### src/include/irq_cfg.svh
// offsets, field positions, reset values and counts of the interrupt handler
// assumes inclusion by bare name from the package and the top module
`ifndef IRQ_CFG_SVH
`define IRQ_CFG_SVH
`define IRQ_NSRC 13
`define IRQ_CALL_CYCLES 4
`define IRQ_VEC_BASE 16'h0003
`define IRQ_VEC_STEP 16'h0008
`define IRQ_GAP0 4'h8
`define IRQ_GAP1 4'hC
`define IRQ_EXT0_SRC 4'h0
`define IRQ_EXT1_SRC 4'h2
`define IRQ_EXT_MASK 13'h0005
`define REG_ENABLE 8'h00
`define REG_PRIORITY 8'h04
`define REG_PEND_SET 8'h08
`define REG_PEND_CLR 8'h0C
`define REG_EXT_CFG 8'h10
`define REG_STATUS 8'h14
`define EN_GLOBAL_BIT 16
`define RST_ENABLE 13'h0000
`define RST_PRIORITY 13'h0000
`define RST_EXT_CFG 4'h0
`endif

### src/include/irq_pkg.sv
// types shared by the interrupt handler modules
// assumes irq_cfg.svh on the include path
`include "irq_cfg.svh"
package irq_pkg;
  typedef enum logic [1:0] {
    ST_IDLE = 2'b01,
    ST_CALL = 2'b10
  } call_state_t;
  typedef struct packed {
    logic [1:0] pol;
    logic [1:0] edge_sel;
  } ext_cfg_t;
  typedef struct packed {
    logic hi;
    logic lo;
  } in_service_t;
endpackage

### src/verilog/ext_irq_sense.sv
// polarity and edge detection for the two external interrupt inputs
// assumes pins synchronous to clk; pins are only sampled, never driven
`timescale 1ns/1ps
`default_nettype none
module ext_irq_sense import irq_pkg::*; (
  // clock and reset
  input wire logic clk,
  input wire logic rstn,
  // pins and configuration
  input wire logic [1:0] pin,
  input wire ext_cfg_t cfg,
  // conditioned outputs
  output logic [1:0] active,
  output logic [1:0] edge_hit
);
  logic [1:0] act_q, act_d, prev_q, prev_d;

  // ----------------------------------------
  // per input sampling
  // ----------------------------------------
  for (genvar i = 0; i < 2; i++) begin : g_in
    always_comb begin
      act_d[i] = pin[i] ~^ cfg.pol[i];
      prev_d[i] = act_q[i];
    end
    assign active[i] = act_q[i];
    assign edge_hit[i] = act_q[i] & ~prev_q[i];
  end

  always_ff @(posedge clk or negedge rstn) begin
    if (!rstn) begin
      act_q <= 2'h0;
      prev_q <= 2'h0;
    end else begin
      act_q <= act_d;
      prev_q <= prev_d;
    end
  end
endmodule // ext_irq_sense
`default_nettype wire

### src/verilog/irq_handler.sv
// two level interrupt handler with Avalon-MM register slave
// assumes core pulses INSN_END and RETURN_FROM_INTERRUPT_END; pins synchronous to CLK
//
// Chosen here: register access over Avalon-MM and the register offsets.
`timescale 1ns/1ps
`default_nettype none
`include "irq_cfg.svh"
module irq_handler import irq_pkg::*; #(
  parameter int NSRC = `IRQ_NSRC,
  parameter int CALL_CYCLES = `IRQ_CALL_CYCLES
) (
  // clock and reset
  input wire logic CLK,
  input wire logic RSTN,
  // register bus
  input wire logic [7:0] ADDRESS,
  input wire logic READ,
  input wire logic WRITE,
  input wire logic [31:0] WRITEDATA,
  input wire logic [3:0] BYTEENABLE,
  output logic [31:0] READDATA,
  output logic WAITREQUEST,
  // peripheral events and external pins
  input wire logic [NSRC-1:0] EVENT,
  input wire logic EXT_IRQ0,
  input wire logic EXT_IRQ1,
  // cpu sequencer
  input wire logic INSN_END,
  input wire logic RETURN_FROM_INTERRUPT_END,
  output logic IRQ_REQ,
  output logic CALL_ACTIVE,
  output logic [15:0] CALL_VECTOR,
  output logic IN_SERVICE_HI,
  output logic IN_SERVICE_LO
);
  localparam int SW = 4;

  logic [NSRC-1:0] en_q, en_d, prio_q, prio_d, pend_q, pend_d;
  logic ea_q, ea_d;
  ext_cfg_t cfg_q, cfg_d;
  logic wait_q, wait_d;
  logic [31:0] rdata_q, rdata_d;
  logic [31:0] wmask, wd;
  logic wr_go;
  logic [1:0] ext_act, ext_edge;
  logic [NSRC-1:0] cand, hi_c, lo_c, set_v, clr_v;
  logic hi_any, lo_any;
  logic [SW-1:0] hi_idx, lo_idx, sel_q, sel_d;
  logic sel_lvl_q, sel_lvl_d, req_q, req_d;
  call_state_t st_q, st_d;
  logic [2:0] cnt_q, cnt_d;
  logic [15:0] vec_q, vec_d;
  in_service_t isr_q, isr_d;
  logic entry;

  // ----------------------------------------
  // vector of a source
  // ----------------------------------------
  // reserved slots in the table are skipped, so index and order differ
  function automatic logic [15:0] vec_of(input logic [SW-1:0] s);
    logic [15:0] o;
    o = {12'h000, s};
    if (s >= `IRQ_GAP0) begin
      o = o + 16'h0001;
    end
    if (s >= `IRQ_GAP1) begin
      o = o + 16'h0001;
    end
    vec_of = `IRQ_VEC_BASE + o * `IRQ_VEC_STEP;
  endfunction

  // ----------------------------------------
  // bus slave
  // ----------------------------------------
  // one wait state on every access; writes land at the answering edge
  assign wmask = {{8{BYTEENABLE[3]}}, {8{BYTEENABLE[2]}}, {8{BYTEENABLE[1]}}, {8{BYTEENABLE[0]}}};
  assign wd = WRITEDATA & wmask;
  assign wr_go = WRITE & ~wait_q;

  always_comb begin
    wait_d = 1'b1;
    rdata_d = rdata_q;
    if ((READ | WRITE) & wait_q) begin
      wait_d = 1'b0;
      case (ADDRESS)
        `REG_ENABLE: rdata_d = {15'h0000, ea_q, 3'h0, en_q};
        `REG_PRIORITY: rdata_d = {19'h00000, prio_q};
        `REG_PEND_SET: rdata_d = {19'h00000, pend_q};
        `REG_EXT_CFG: rdata_d = {28'h0000000, cfg_q};
        `REG_STATUS: rdata_d = {vec_q, 8'h00, sel_q, st_q == ST_CALL, req_q, isr_q};
        default: rdata_d = 32'h00000000;
      endcase
    end
  end

  // ----------------------------------------
  // configuration registers
  // ----------------------------------------
  always_comb begin
    en_d = en_q;
    ea_d = ea_q;
    prio_d = prio_q;
    cfg_d = cfg_q;
    if (wr_go) begin
      case (ADDRESS)
        `REG_ENABLE: begin
          en_d = (en_q & ~wmask[NSRC-1:0]) | wd[NSRC-1:0];
          ea_d = wmask[`EN_GLOBAL_BIT] ? wd[`EN_GLOBAL_BIT] : ea_q;
        end
        `REG_PRIORITY: prio_d = (prio_q & ~wmask[NSRC-1:0]) | wd[NSRC-1:0];
        `REG_EXT_CFG: cfg_d = (cfg_q & ~wmask[3:0]) | wd[3:0];
        default: ;
      endcase
    end
  end

  // ----------------------------------------
  // external inputs
  // ----------------------------------------
  ext_irq_sense u_sense (
    .clk(CLK),
    .rstn(RSTN),
    .pin({EXT_IRQ1, EXT_IRQ0}),
    .cfg(cfg_q),
    .active(ext_act),
    .edge_hit(ext_edge)
  );

  // ----------------------------------------
  // pending flags
  // ----------------------------------------
  // set wins over clear, so an event in a clearing cycle survives
  always_comb begin
    set_v = EVENT & ~`IRQ_EXT_MASK;
    set_v[`IRQ_EXT0_SRC] = ext_edge[0] & cfg_q.edge_sel[0];
    set_v[`IRQ_EXT1_SRC] = ext_edge[1] & cfg_q.edge_sel[1];
    clr_v = '0;
    if (wr_go && ADDRESS == `REG_PEND_SET) begin
      set_v = set_v | wd[NSRC-1:0];
    end
    if (wr_go && ADDRESS == `REG_PEND_CLR) begin
      clr_v = wd[NSRC-1:0];
    end
    if (entry && sel_q == `IRQ_EXT0_SRC && cfg_q.edge_sel[0]) begin
      clr_v[`IRQ_EXT0_SRC] = 1'b1;
    end
    if (entry && sel_q == `IRQ_EXT1_SRC && cfg_q.edge_sel[1]) begin
      clr_v[`IRQ_EXT1_SRC] = 1'b1;
    end
    pend_d = (pend_q & ~clr_v) | set_v;
    if (!cfg_q.edge_sel[0]) begin
      pend_d[`IRQ_EXT0_SRC] = ext_act[0];
    end
    if (!cfg_q.edge_sel[1]) begin
      pend_d[`IRQ_EXT1_SRC] = ext_act[1];
    end
  end

  // ----------------------------------------
  // arbitration
  // ----------------------------------------
  assign cand = pend_q & en_q & {NSRC{ea_q}};
  assign hi_c = cand & prio_q;
  assign lo_c = cand & ~prio_q;

  irq_pick #(.N(NSRC), .W(SW)) u_pick_hi (
    .req(hi_c),
    .any(hi_any),
    .idx(hi_idx)
  );

  irq_pick #(.N(NSRC), .W(SW)) u_pick_lo (
    .req(lo_c),
    .any(lo_any),
    .idx(lo_idx)
  );

  // decoded each cycle from next marker state, so a return frees the level at once
  always_comb begin
    sel_d = sel_q;
    sel_lvl_d = sel_lvl_q;
    req_d = 1'b0;
    if (st_d == ST_IDLE) begin
      if (hi_any && !isr_d.hi) begin
        req_d = 1'b1;
        sel_d = hi_idx;
        sel_lvl_d = 1'b1;
      end else if (lo_any && !isr_d.hi && !isr_d.lo) begin
        req_d = 1'b1;
        sel_d = lo_idx;
        sel_lvl_d = 1'b0;
      end
    end
  end

  // ----------------------------------------
  // call sequence and service markers
  // ----------------------------------------
  // a request latched before a global disable may still enter on a
  // single cycle instruction; a longer one sees the request withdrawn
  assign entry = st_q == ST_IDLE && req_q && INSN_END;

  always_comb begin
    st_d = st_q;
    cnt_d = cnt_q;
    vec_d = vec_q;
    isr_d = isr_q;
    if (RETURN_FROM_INTERRUPT_END) begin
      if (isr_q.hi) begin
        isr_d.hi = 1'b0;
      end else begin
        isr_d.lo = 1'b0;
      end
    end
    case (st_q)
      ST_IDLE: begin
        if (entry) begin
          st_d = ST_CALL;
          cnt_d = 3'(CALL_CYCLES - 1);
          vec_d = vec_of(sel_q);
          if (sel_lvl_q) begin
            isr_d.hi = 1'b1;
          end else begin
            isr_d.lo = 1'b1;
          end
        end
      end
      ST_CALL: begin
        if (cnt_q == 3'h0) begin
          st_d = ST_IDLE;
        end else begin
          cnt_d = cnt_q - 3'h1;
        end
      end
      default: st_d = ST_IDLE;
    endcase
  end

  // ----------------------------------------
  // registers
  // ----------------------------------------
  always_ff @(posedge CLK or negedge RSTN) begin
    if (!RSTN) begin
      en_q <= `RST_ENABLE;
      ea_q <= 1'b0;
      prio_q <= `RST_PRIORITY;
      cfg_q <= `RST_EXT_CFG;
      pend_q <= '0;
      wait_q <= 1'b1;
      rdata_q <= 32'h00000000;
      sel_q <= '0;
      sel_lvl_q <= 1'b0;
      req_q <= 1'b0;
      st_q <= ST_IDLE;
      cnt_q <= 3'h0;
      vec_q <= 16'h0000;
      isr_q <= '0;
    end else begin
      en_q <= en_d;
      ea_q <= ea_d;
      prio_q <= prio_d;
      cfg_q <= cfg_d;
      pend_q <= pend_d;
      wait_q <= wait_d;
      rdata_q <= rdata_d;
      sel_q <= sel_d;
      sel_lvl_q <= sel_lvl_d;
      req_q <= req_d;
      st_q <= st_d;
      cnt_q <= cnt_d;
      vec_q <= vec_d;
      isr_q <= isr_d;
    end
  end

  assign READDATA = rdata_q;
  assign WAITREQUEST = wait_q;
  assign IRQ_REQ = req_q;
  assign CALL_ACTIVE = st_q[1];
  assign CALL_VECTOR = vec_q;
  assign IN_SERVICE_HI = isr_q.hi;
  assign IN_SERVICE_LO = isr_q.lo;
endmodule // irq_handler
`default_nettype wire

### src/verilog/irq_pick.sv
// fixed order picker: the lowest index among the requests wins
// assumes nothing beyond a combinational context
`timescale 1ns/1ps
`default_nettype none
module irq_pick #(
  parameter int N = 13,
  parameter int W = 4
) (
  // requests
  input wire logic [N-1:0] req,
  // result
  output logic any,
  output logic [W-1:0] idx
);
  always_comb begin
    any = |req;
    idx = '0;
    for (int i = N - 1; i >= 0; i--) begin
      if (req[i]) begin
        idx = W'(i);
      end
    end
  end
endmodule // irq_pick
`default_nettype wire
### config.mk
export PLATFORM = sky130hd
export DESIGN_NAME = irq_handler
export DESIGN_NICKNAME = d
export VERILOG_FILES = /design/src/include/irq_pkg.sv /design/src/verilog/ext_irq_sense.sv /design/src/verilog/irq_handler.sv /design/src/verilog/irq_pick.sv
export VERILOG_INCLUDE_DIRS = /design/src /design/src/include
export SDC_FILE = /design/constraint.sdc
export NUM_CORES = 1
export LEC_CHECK = 0
export ABC_AREA = 1
export BUFFER_PORTS_ARGS = -buffer_cell sky130_fd_sc_hd__buf_2
export CAP_MARGIN = 15
export CORE_MARGIN = 2
export CORE_UTILIZATION = 58
export DETAILED_ROUTE_END_ITERATION = 7
export PLACE_DENSITY = 0.86
export RECOVER_POWER = 25
export SYNTH_ARGS = -nofsm -noshare
export SYNTH_HDL_FRONTEND = slang
export SYNTH_SLANG_ARGS = --single-unit
### constraint.sdc
create_clock -name CLK -period 5.5 [get_ports CLK]
set_input_delay 0.55 -clock CLK [delete_from_list [all_inputs] [get_ports CLK]]
set_output_delay 0.55 -clock CLK [all_outputs]
set_load 0.05 [all_outputs]
==> run metrics, run 1 <==
Pre-Repair DR Iteration Count 5; sinks on the clock net 90; most common cell after layout, fill and taps aside sky130_fd_sc_hd__nand2_1; Post-synth ARST share 1.00; share of the synthesized area in compound gates (AO/OA/AOI/OAI) 0.180; grt total ovfl 0; global-route wire length before repair 20400 µm; unique cell type count in the Yosys netlist 50; Max Cap Violations 1; cell-internal power 1080 µW; clock network latency to the later pin of the worst-skew pair 0.36 ns; part of the total power dissipated in the clock network 0.320; number of antenna violations at the first check in global routing 0; static power due to leakage 0.00283 µW; nets@finish 751; global router's overall resource usage 0.264; path class of the lowest-slack min-delay path in -> reg; standard-cell row count 33; setup repair after global routing missed its margin no; Fin Setup TNS 0 ns; max frequency 423 MHz; Worst setup EP type asynchronous set/reset pin; Boundary Pins 118; violations in the final reports capacitance limit, slew limit; Buf+Inv Stages, Crit Path 2; arithmetic-cell share of the synthesized area counting full adders, half adders and majority gates 0.0201; arrival time of the worst setup path 2.82 ns; top fanout value on the critical path 49; peak supply drop 0.122 mV; cell type of the slowest stage on the worst timing path sky130_fd_sc_hd__clkbuf_1; synthesized netlist cell count 607; peak per-stage delay on the critical path 1.50 ns; number of hold-slack violations in the final timing report 0; Syn-to-layout area delta 11.5%; Die Width 96.8 µm; routed vias 4402; GPL Wtd Cong 0.903; Post-DRT Antenna Nets 0; number of warnings reported in the yosys synthesis log 0; combinational share of power 0.213; # hold bufs at CTS 0; Placeable Area 8260 µm²; DRC violations left 0; number of global-route vias before repair 4317; number of DRC violations after detailed-routing iteration 0 288; CTS tree built; number of buffers on the longest clock path 2; aggregate routed wire length 11700 µm; headroom to the max-slew limit -0.429; post-cts gate resize count 0; leading cell types in the layout, fill and taps excluded sky130_fd_sc_hd__nand2_1 (142), sky130_fd_sc_hd__dfrtp_1 (88), sky130_fd_sc_hd__inv_1 (78); slew of the pin with the lowest slew margin 2.14 ns; crit-path leading delay family buffers and inverters; Max H-tree Level 3; data required time at the worst endpoint 5.95 ns; CP startpoint kind primary input; share of power burned in registers 0.467; main flop type after synthesis sky130_fd_sc_hd__dfrtp_1; initial core utilization 0.604; net switching component of the power 504 µW; Inserted Diodes 0; via density per instance 5.59; final cell utilization of the core 0.674; Mapped Area 4990 µm²; Synth Area in Simple Gates 0.226; portion of netlist area occupied by mux cells 0.00226; outcome finished, violations left; post-synthesis xor/xnor area fraction 0.00702; fraction of power spent switching nets 0.319; Post-CTS Repair Setup Buffers 0; half-perimeter wire length of the detailed placement result 8960 µm; kind of critical path in -> async; root cell of the clock tree sky130_fd_sc_hd__clkbuf_8; count of filler cells inserted in the layout 687; cells along the critical path clkbuf_1 -> buf_4; area of the die 9360 µm²; number of buffers inserted during clock tree synthesis 9; count of input and output buffers 77; post-synthesis sequential element count 90; clock transition at the registers of the reported paths 0.08 ns; Final Skew 0.0124 ns; number of endpoints failing setup at the final stage 0; pin count of the biggest net entering global routing 50; dominant combinational cell family by area after synthesis simple AND/OR/NAND/NOR gates; crit path time final 2.37 ns; Total Power Consumption 1580 µW; Die Y 96.8 µm; number of enable flip-flop cells after synthesis 0; Final period util 0.430; power density over the cells 284 nW/µm²; Max Transition Viols Final 43; Seq/Total Area, Yosys 0.452; Fin Hold WS 0.358 ns; Routed wire per std cell 14.9 µm; Syn Area/Cell 8.22 µm²; layout cell share with drive strength beyond 1 0.198
-- final timing paths --
check / startpoint / end / slack [ns] / depth (start not counted)
worst min register to register: u_sense.active[0] / u_sense.prev_q[0] / 0.38 / 0
worst max register to register: ea_q / sel_q[0] / 3.14 / 16
worst max-delay path: RSTN / pend_q[2] / 3.13 / 2
worst min-delay path: EXT_IRQ0 / u_sense.active[0] / 0.36 / 2
min in group asynchronous: RSTN / READDATA[24] / 0.81 / 1
max in group CLK: ea_q / sel_q[0] / 3.14 / 16
-- per-stage QoR --
stage	worst slack (ns)	instance area, µm²	instances
6_report	3.13	5570	788
5_1_grt	2.61	5570	788
4_1_cts	3.17	5580	788
3_5_place_dp	2.99	5350	772
3_3_place_gp	3.11	5350	772
2_1_floorplan	3.45	5060	625
-- area by class of cell --
class                           count  area [µm²]  area share
Clock buffer                       12         155      0.0279
Sequential cell                    90        2250       0.405
Tap cell                          105         131      0.0236
Multi-Input combinational cell    414        2240       0.402
Inverter                           84         315      0.0567
Clock inverter                      4        73.8      0.0133
Timing Repair Buffer               79         395      0.0710
-- cells in the mapped netlist, types with 6 or more instances --
library cell               instances  area, µm²
sky130_fd_sc_hd__a21oi_1          15       75.1
sky130_fd_sc_hd__buf_4            20        150
sky130_fd_sc_hd__clkbuf_1         11       41.3
sky130_fd_sc_hd__dfrtp_1          88       2200
sky130_fd_sc_hd__ha_1              8        100
sky130_fd_sc_hd__inv_1            78        293
sky130_fd_sc_hd__inv_2             6       22.5
sky130_fd_sc_hd__nand2_1         142        533
sky130_fd_sc_hd__nand3_1          13       65.1
sky130_fd_sc_hd__nand4_1          11       68.8
sky130_fd_sc_hd__nor2_1           34        128
sky130_fd_sc_hd__nor2_2            6       37.5
sky130_fd_sc_hd__o211ai_1         13       97.6
sky130_fd_sc_hd__o21ai_0          71        355
sky130_fd_sc_hd__o22ai_1           7       43.8
sky130_fd_sc_hd__o31ai_1          11       82.6
-- power groups by stage --
stage	registers (µW)	logic (µW)	clock network (µW)
finish	739	336	506
global route	746	379	549
CTS	739	339	514
detailed placement	752	337	0
global placement	748	326	0
floorplan	792	221	0
-- kinds of logic (layout without fill, tap and decap cells) --
logic type,count (synthesis),in the layout
xor+xnor,4,4
other cells,1,19
mux,1,1
flops,90,90
fa+ha+maj,8,8
compound gates,146,146
buf+inv,121,179
simple gates,236,236
-- layer usage --
layer	track usage	up-vias	part of all wire	wire [µm]
met5	0	-	0	0
met4	0.103	0	0.025	295
met3	0.0513	34	0.066	776
met2	0.434	170	0.48	5660
met1	0.347	2080	0.43	5000
li1	-	2118	-	-
No activity file was read; power rests on OpenSTA's default activity.
==> run 2, diff against run 1 <==
CORE_UTILIZATION = 49   (was 58)
PLACE_DENSITY = 0.78   (was 0.86)
clock period = 2.05 ns   (was 5.5 ns; I/O delays follow)
==> run 2 against run 1 <==
The flow now finishes without violations. Non-clock buffer count grew 13. Count of clock-buffer cells in the layout is 1 lower. Utilization is 8.8 points lower. Final cell count is 5.3% higher. Clock skew about the same. Critical path type is now reg -> reg. Critical endpoint is now sel_q[0].
==> run metrics, run 2 (synthesized netlist as in run 1, its figures left out) <==
data required time at the worst endpoint 2.29 ns; routed vias 4339; crit path time final 2.00 ns; Max Cap Violations 0; max frequency 501 MHz; count of filler cells inserted in the layout 882; most common cell after layout, fill and taps aside sky130_fd_sc_hd__nand2_1; grt total ovfl 0; cell-internal power 3030 µW; pin count of the biggest net entering global routing 48; worst-case reg-to-reg path depth 10; Placeable Area 9820 µm²; static power due to leakage 0.00289 µW; global-route wire length before repair 20100 µm; dpl cell area 5470 µm²; clock transition at the registers of the reported paths 0.09 ns; peak supply drop 0.342 mV; Worst setup EP type register; Post-DRT Antenna Nets 0; Cells on Worst Hold Path 2; clock network latency to the later pin of the worst-skew pair 0.36 ns; number of endpoints failing setup at the final stage 0; net switching component of the power 1390 µW; Inserted Diodes 0; top fanout value on the critical path 6; number of antenna violations at the first check in global routing 0; initial core utilization 0.508; sequential cell area 2260 µm²; Die Width 105 µm; layout cell share with drive strength beyond 1 0.218; via density per instance 5.23; Total Power Consumption 4420 µW; global router's overall resource usage 0.228; area occupied by multi-input gates 2260 µm²; sinks on the clock net 90; Max H-tree Level 3; number of buffers on the longest clock path 2; number of DRC violations after detailed-routing iteration 0 276; slew of the pin with the lowest slew margin 0.832 ns; Die Y 105 µm; power density over the cells 769 nW/µm²; outcome finished clean; final cell utilization of the core 0.586; root cell of the clock tree sky130_fd_sc_hd__clkbuf_8; nets@finish 765; combinational share of power 0.224; Pre-Repair DR Iteration Count 5; number of buffers inserted during clock tree synthesis 9; standard-cell row count 36; half-perimeter wire length of the detailed placement result 9300 µm; setup ws final 0.0544 ns; area of the die 11000 µm²; CTS tree built; GPL Wtd Cong 0.915; Boundary Pins 118; headroom to the max-slew limit 0.445; part of the total power dissipated in the clock network 0.328; path class of the lowest-slack min-delay path in -> reg; Max Transition Viols Final 0; Syn-to-layout area delta 15.2%; fraction of power spent switching nets 0.315; arrival time of the worst setup path 2.24 ns; aggregate routed wire length 12100 µm; Final period util 0.973; DRC violations left 0; CP startpoint kind register; post-placement worst setup slack 0.133 ns; number of hold-slack violations in the final timing report 0; Final Skew 0.0120 ns; Routed wire per std cell 14.6 µm; summed area of non-filler cells in the final layout 5750 µm²; count of input and output buffers 77; Fin Hold WS 0.0157 ns; kind of critical path reg -> reg; FF-to-FF setup slack 0.05 ns; share of power burned in registers 0.449; leading cell types in the layout, fill and taps excluded sky130_fd_sc_hd__nand2_1 (142), sky130_fd_sc_hd__dfrtp_1 (86), sky130_fd_sc_hd__inv_1 (78); number of global-route vias before repair 4297
==> run 2: critical path, cell delays in order, from the launching register on <==
cell and delay [ns]:
sky130_fd_sc_hd__dfstp_2 0.55, sky130_fd_sc_hd__ha_2 0.20, sky130_fd_sc_hd__nand3_2 0.13, sky130_fd_sc_hd__o22ai_2 0.18, sky130_fd_sc_hd__inv_2 0.10, sky130_fd_sc_hd__nand2_2 0.10, sky130_fd_sc_hd__nand2_4 0.09, sky130_fd_sc_hd__a31oi_4 0.28
sky130_fd_sc_hd__nor2_4 0.09, sky130_fd_sc_hd__nand2_1 0.09, sky130_fd_sc_hd__nand2_1 0.06
==> run 2: final timing paths <==
kind                                                    to              start
worst max-delay path                              sel_q[0]            st_q[0]
worst min-delay path                     u_sense.active[1]           EXT_IRQ1
worst max register to register                    sel_q[0]            st_q[0]
worst min register to register           u_sense.prev_q[1]  u_sense.active[1]
max in group asynchronous                          st_q[1]               RSTN
min in group asynchronous       asynchronous set/reset pin               RSTN
==> run 2: power by group through the flow <==
stage          sequential, µW  clock (µW)  combinational, µW
5_1_grt                  2000        1540               1090
3_3_place_gp             2010           0                891
4_1_cts                  1980        1470                932
2_1_floorplan            2130           0                593
3_5_place_dp             2010           0                924
6_report                 1980        1450                989
==> run 2: layer usage <==
layer / share of wire / GRT usage / up-vias / routed length [µm]
li1: - / - / 2142 / -
met1: 0.45 / 0.308 / 2044 / 5510
met2: 0.47 / 0.370 / 135 / 5720
met3: 0.055 / 0.0349 / 18 / 670
met4: 0.019 / 0.0867 / 0 / 229
met5: 0 / 0 / - / 0
==> run 2: final cells by class <==
cell class | instances | area share
Multi-Input combinational cell | 415 | 0.394
Sequential cell | 90 | 0.393
Timing Repair Buffer | 92 | 0.0872
Inverter | 84 | 0.0553
Tap cell | 133 | 0.0289
Clock buffer | 11 | 0.0246
Clock inverter | 5 | 0.0178
==> run 2: repair_timing <==
action,4_1_cts,5_1_grt
setup endpoints to repair,0,5
endpoints found under the hold margin,52,0
setup buffers,0,2
hold buffers,2,0
gates resized for setup,0,4
==> run 2: per-stage QoR <==
step / TNS, ns / cells
global route: -0.0416 / 830
CTS: 0 / 827
floorplan: 0 / 625
global placement: 0 / 809
detailed placement: 0 / 809
finish: 0 / 830
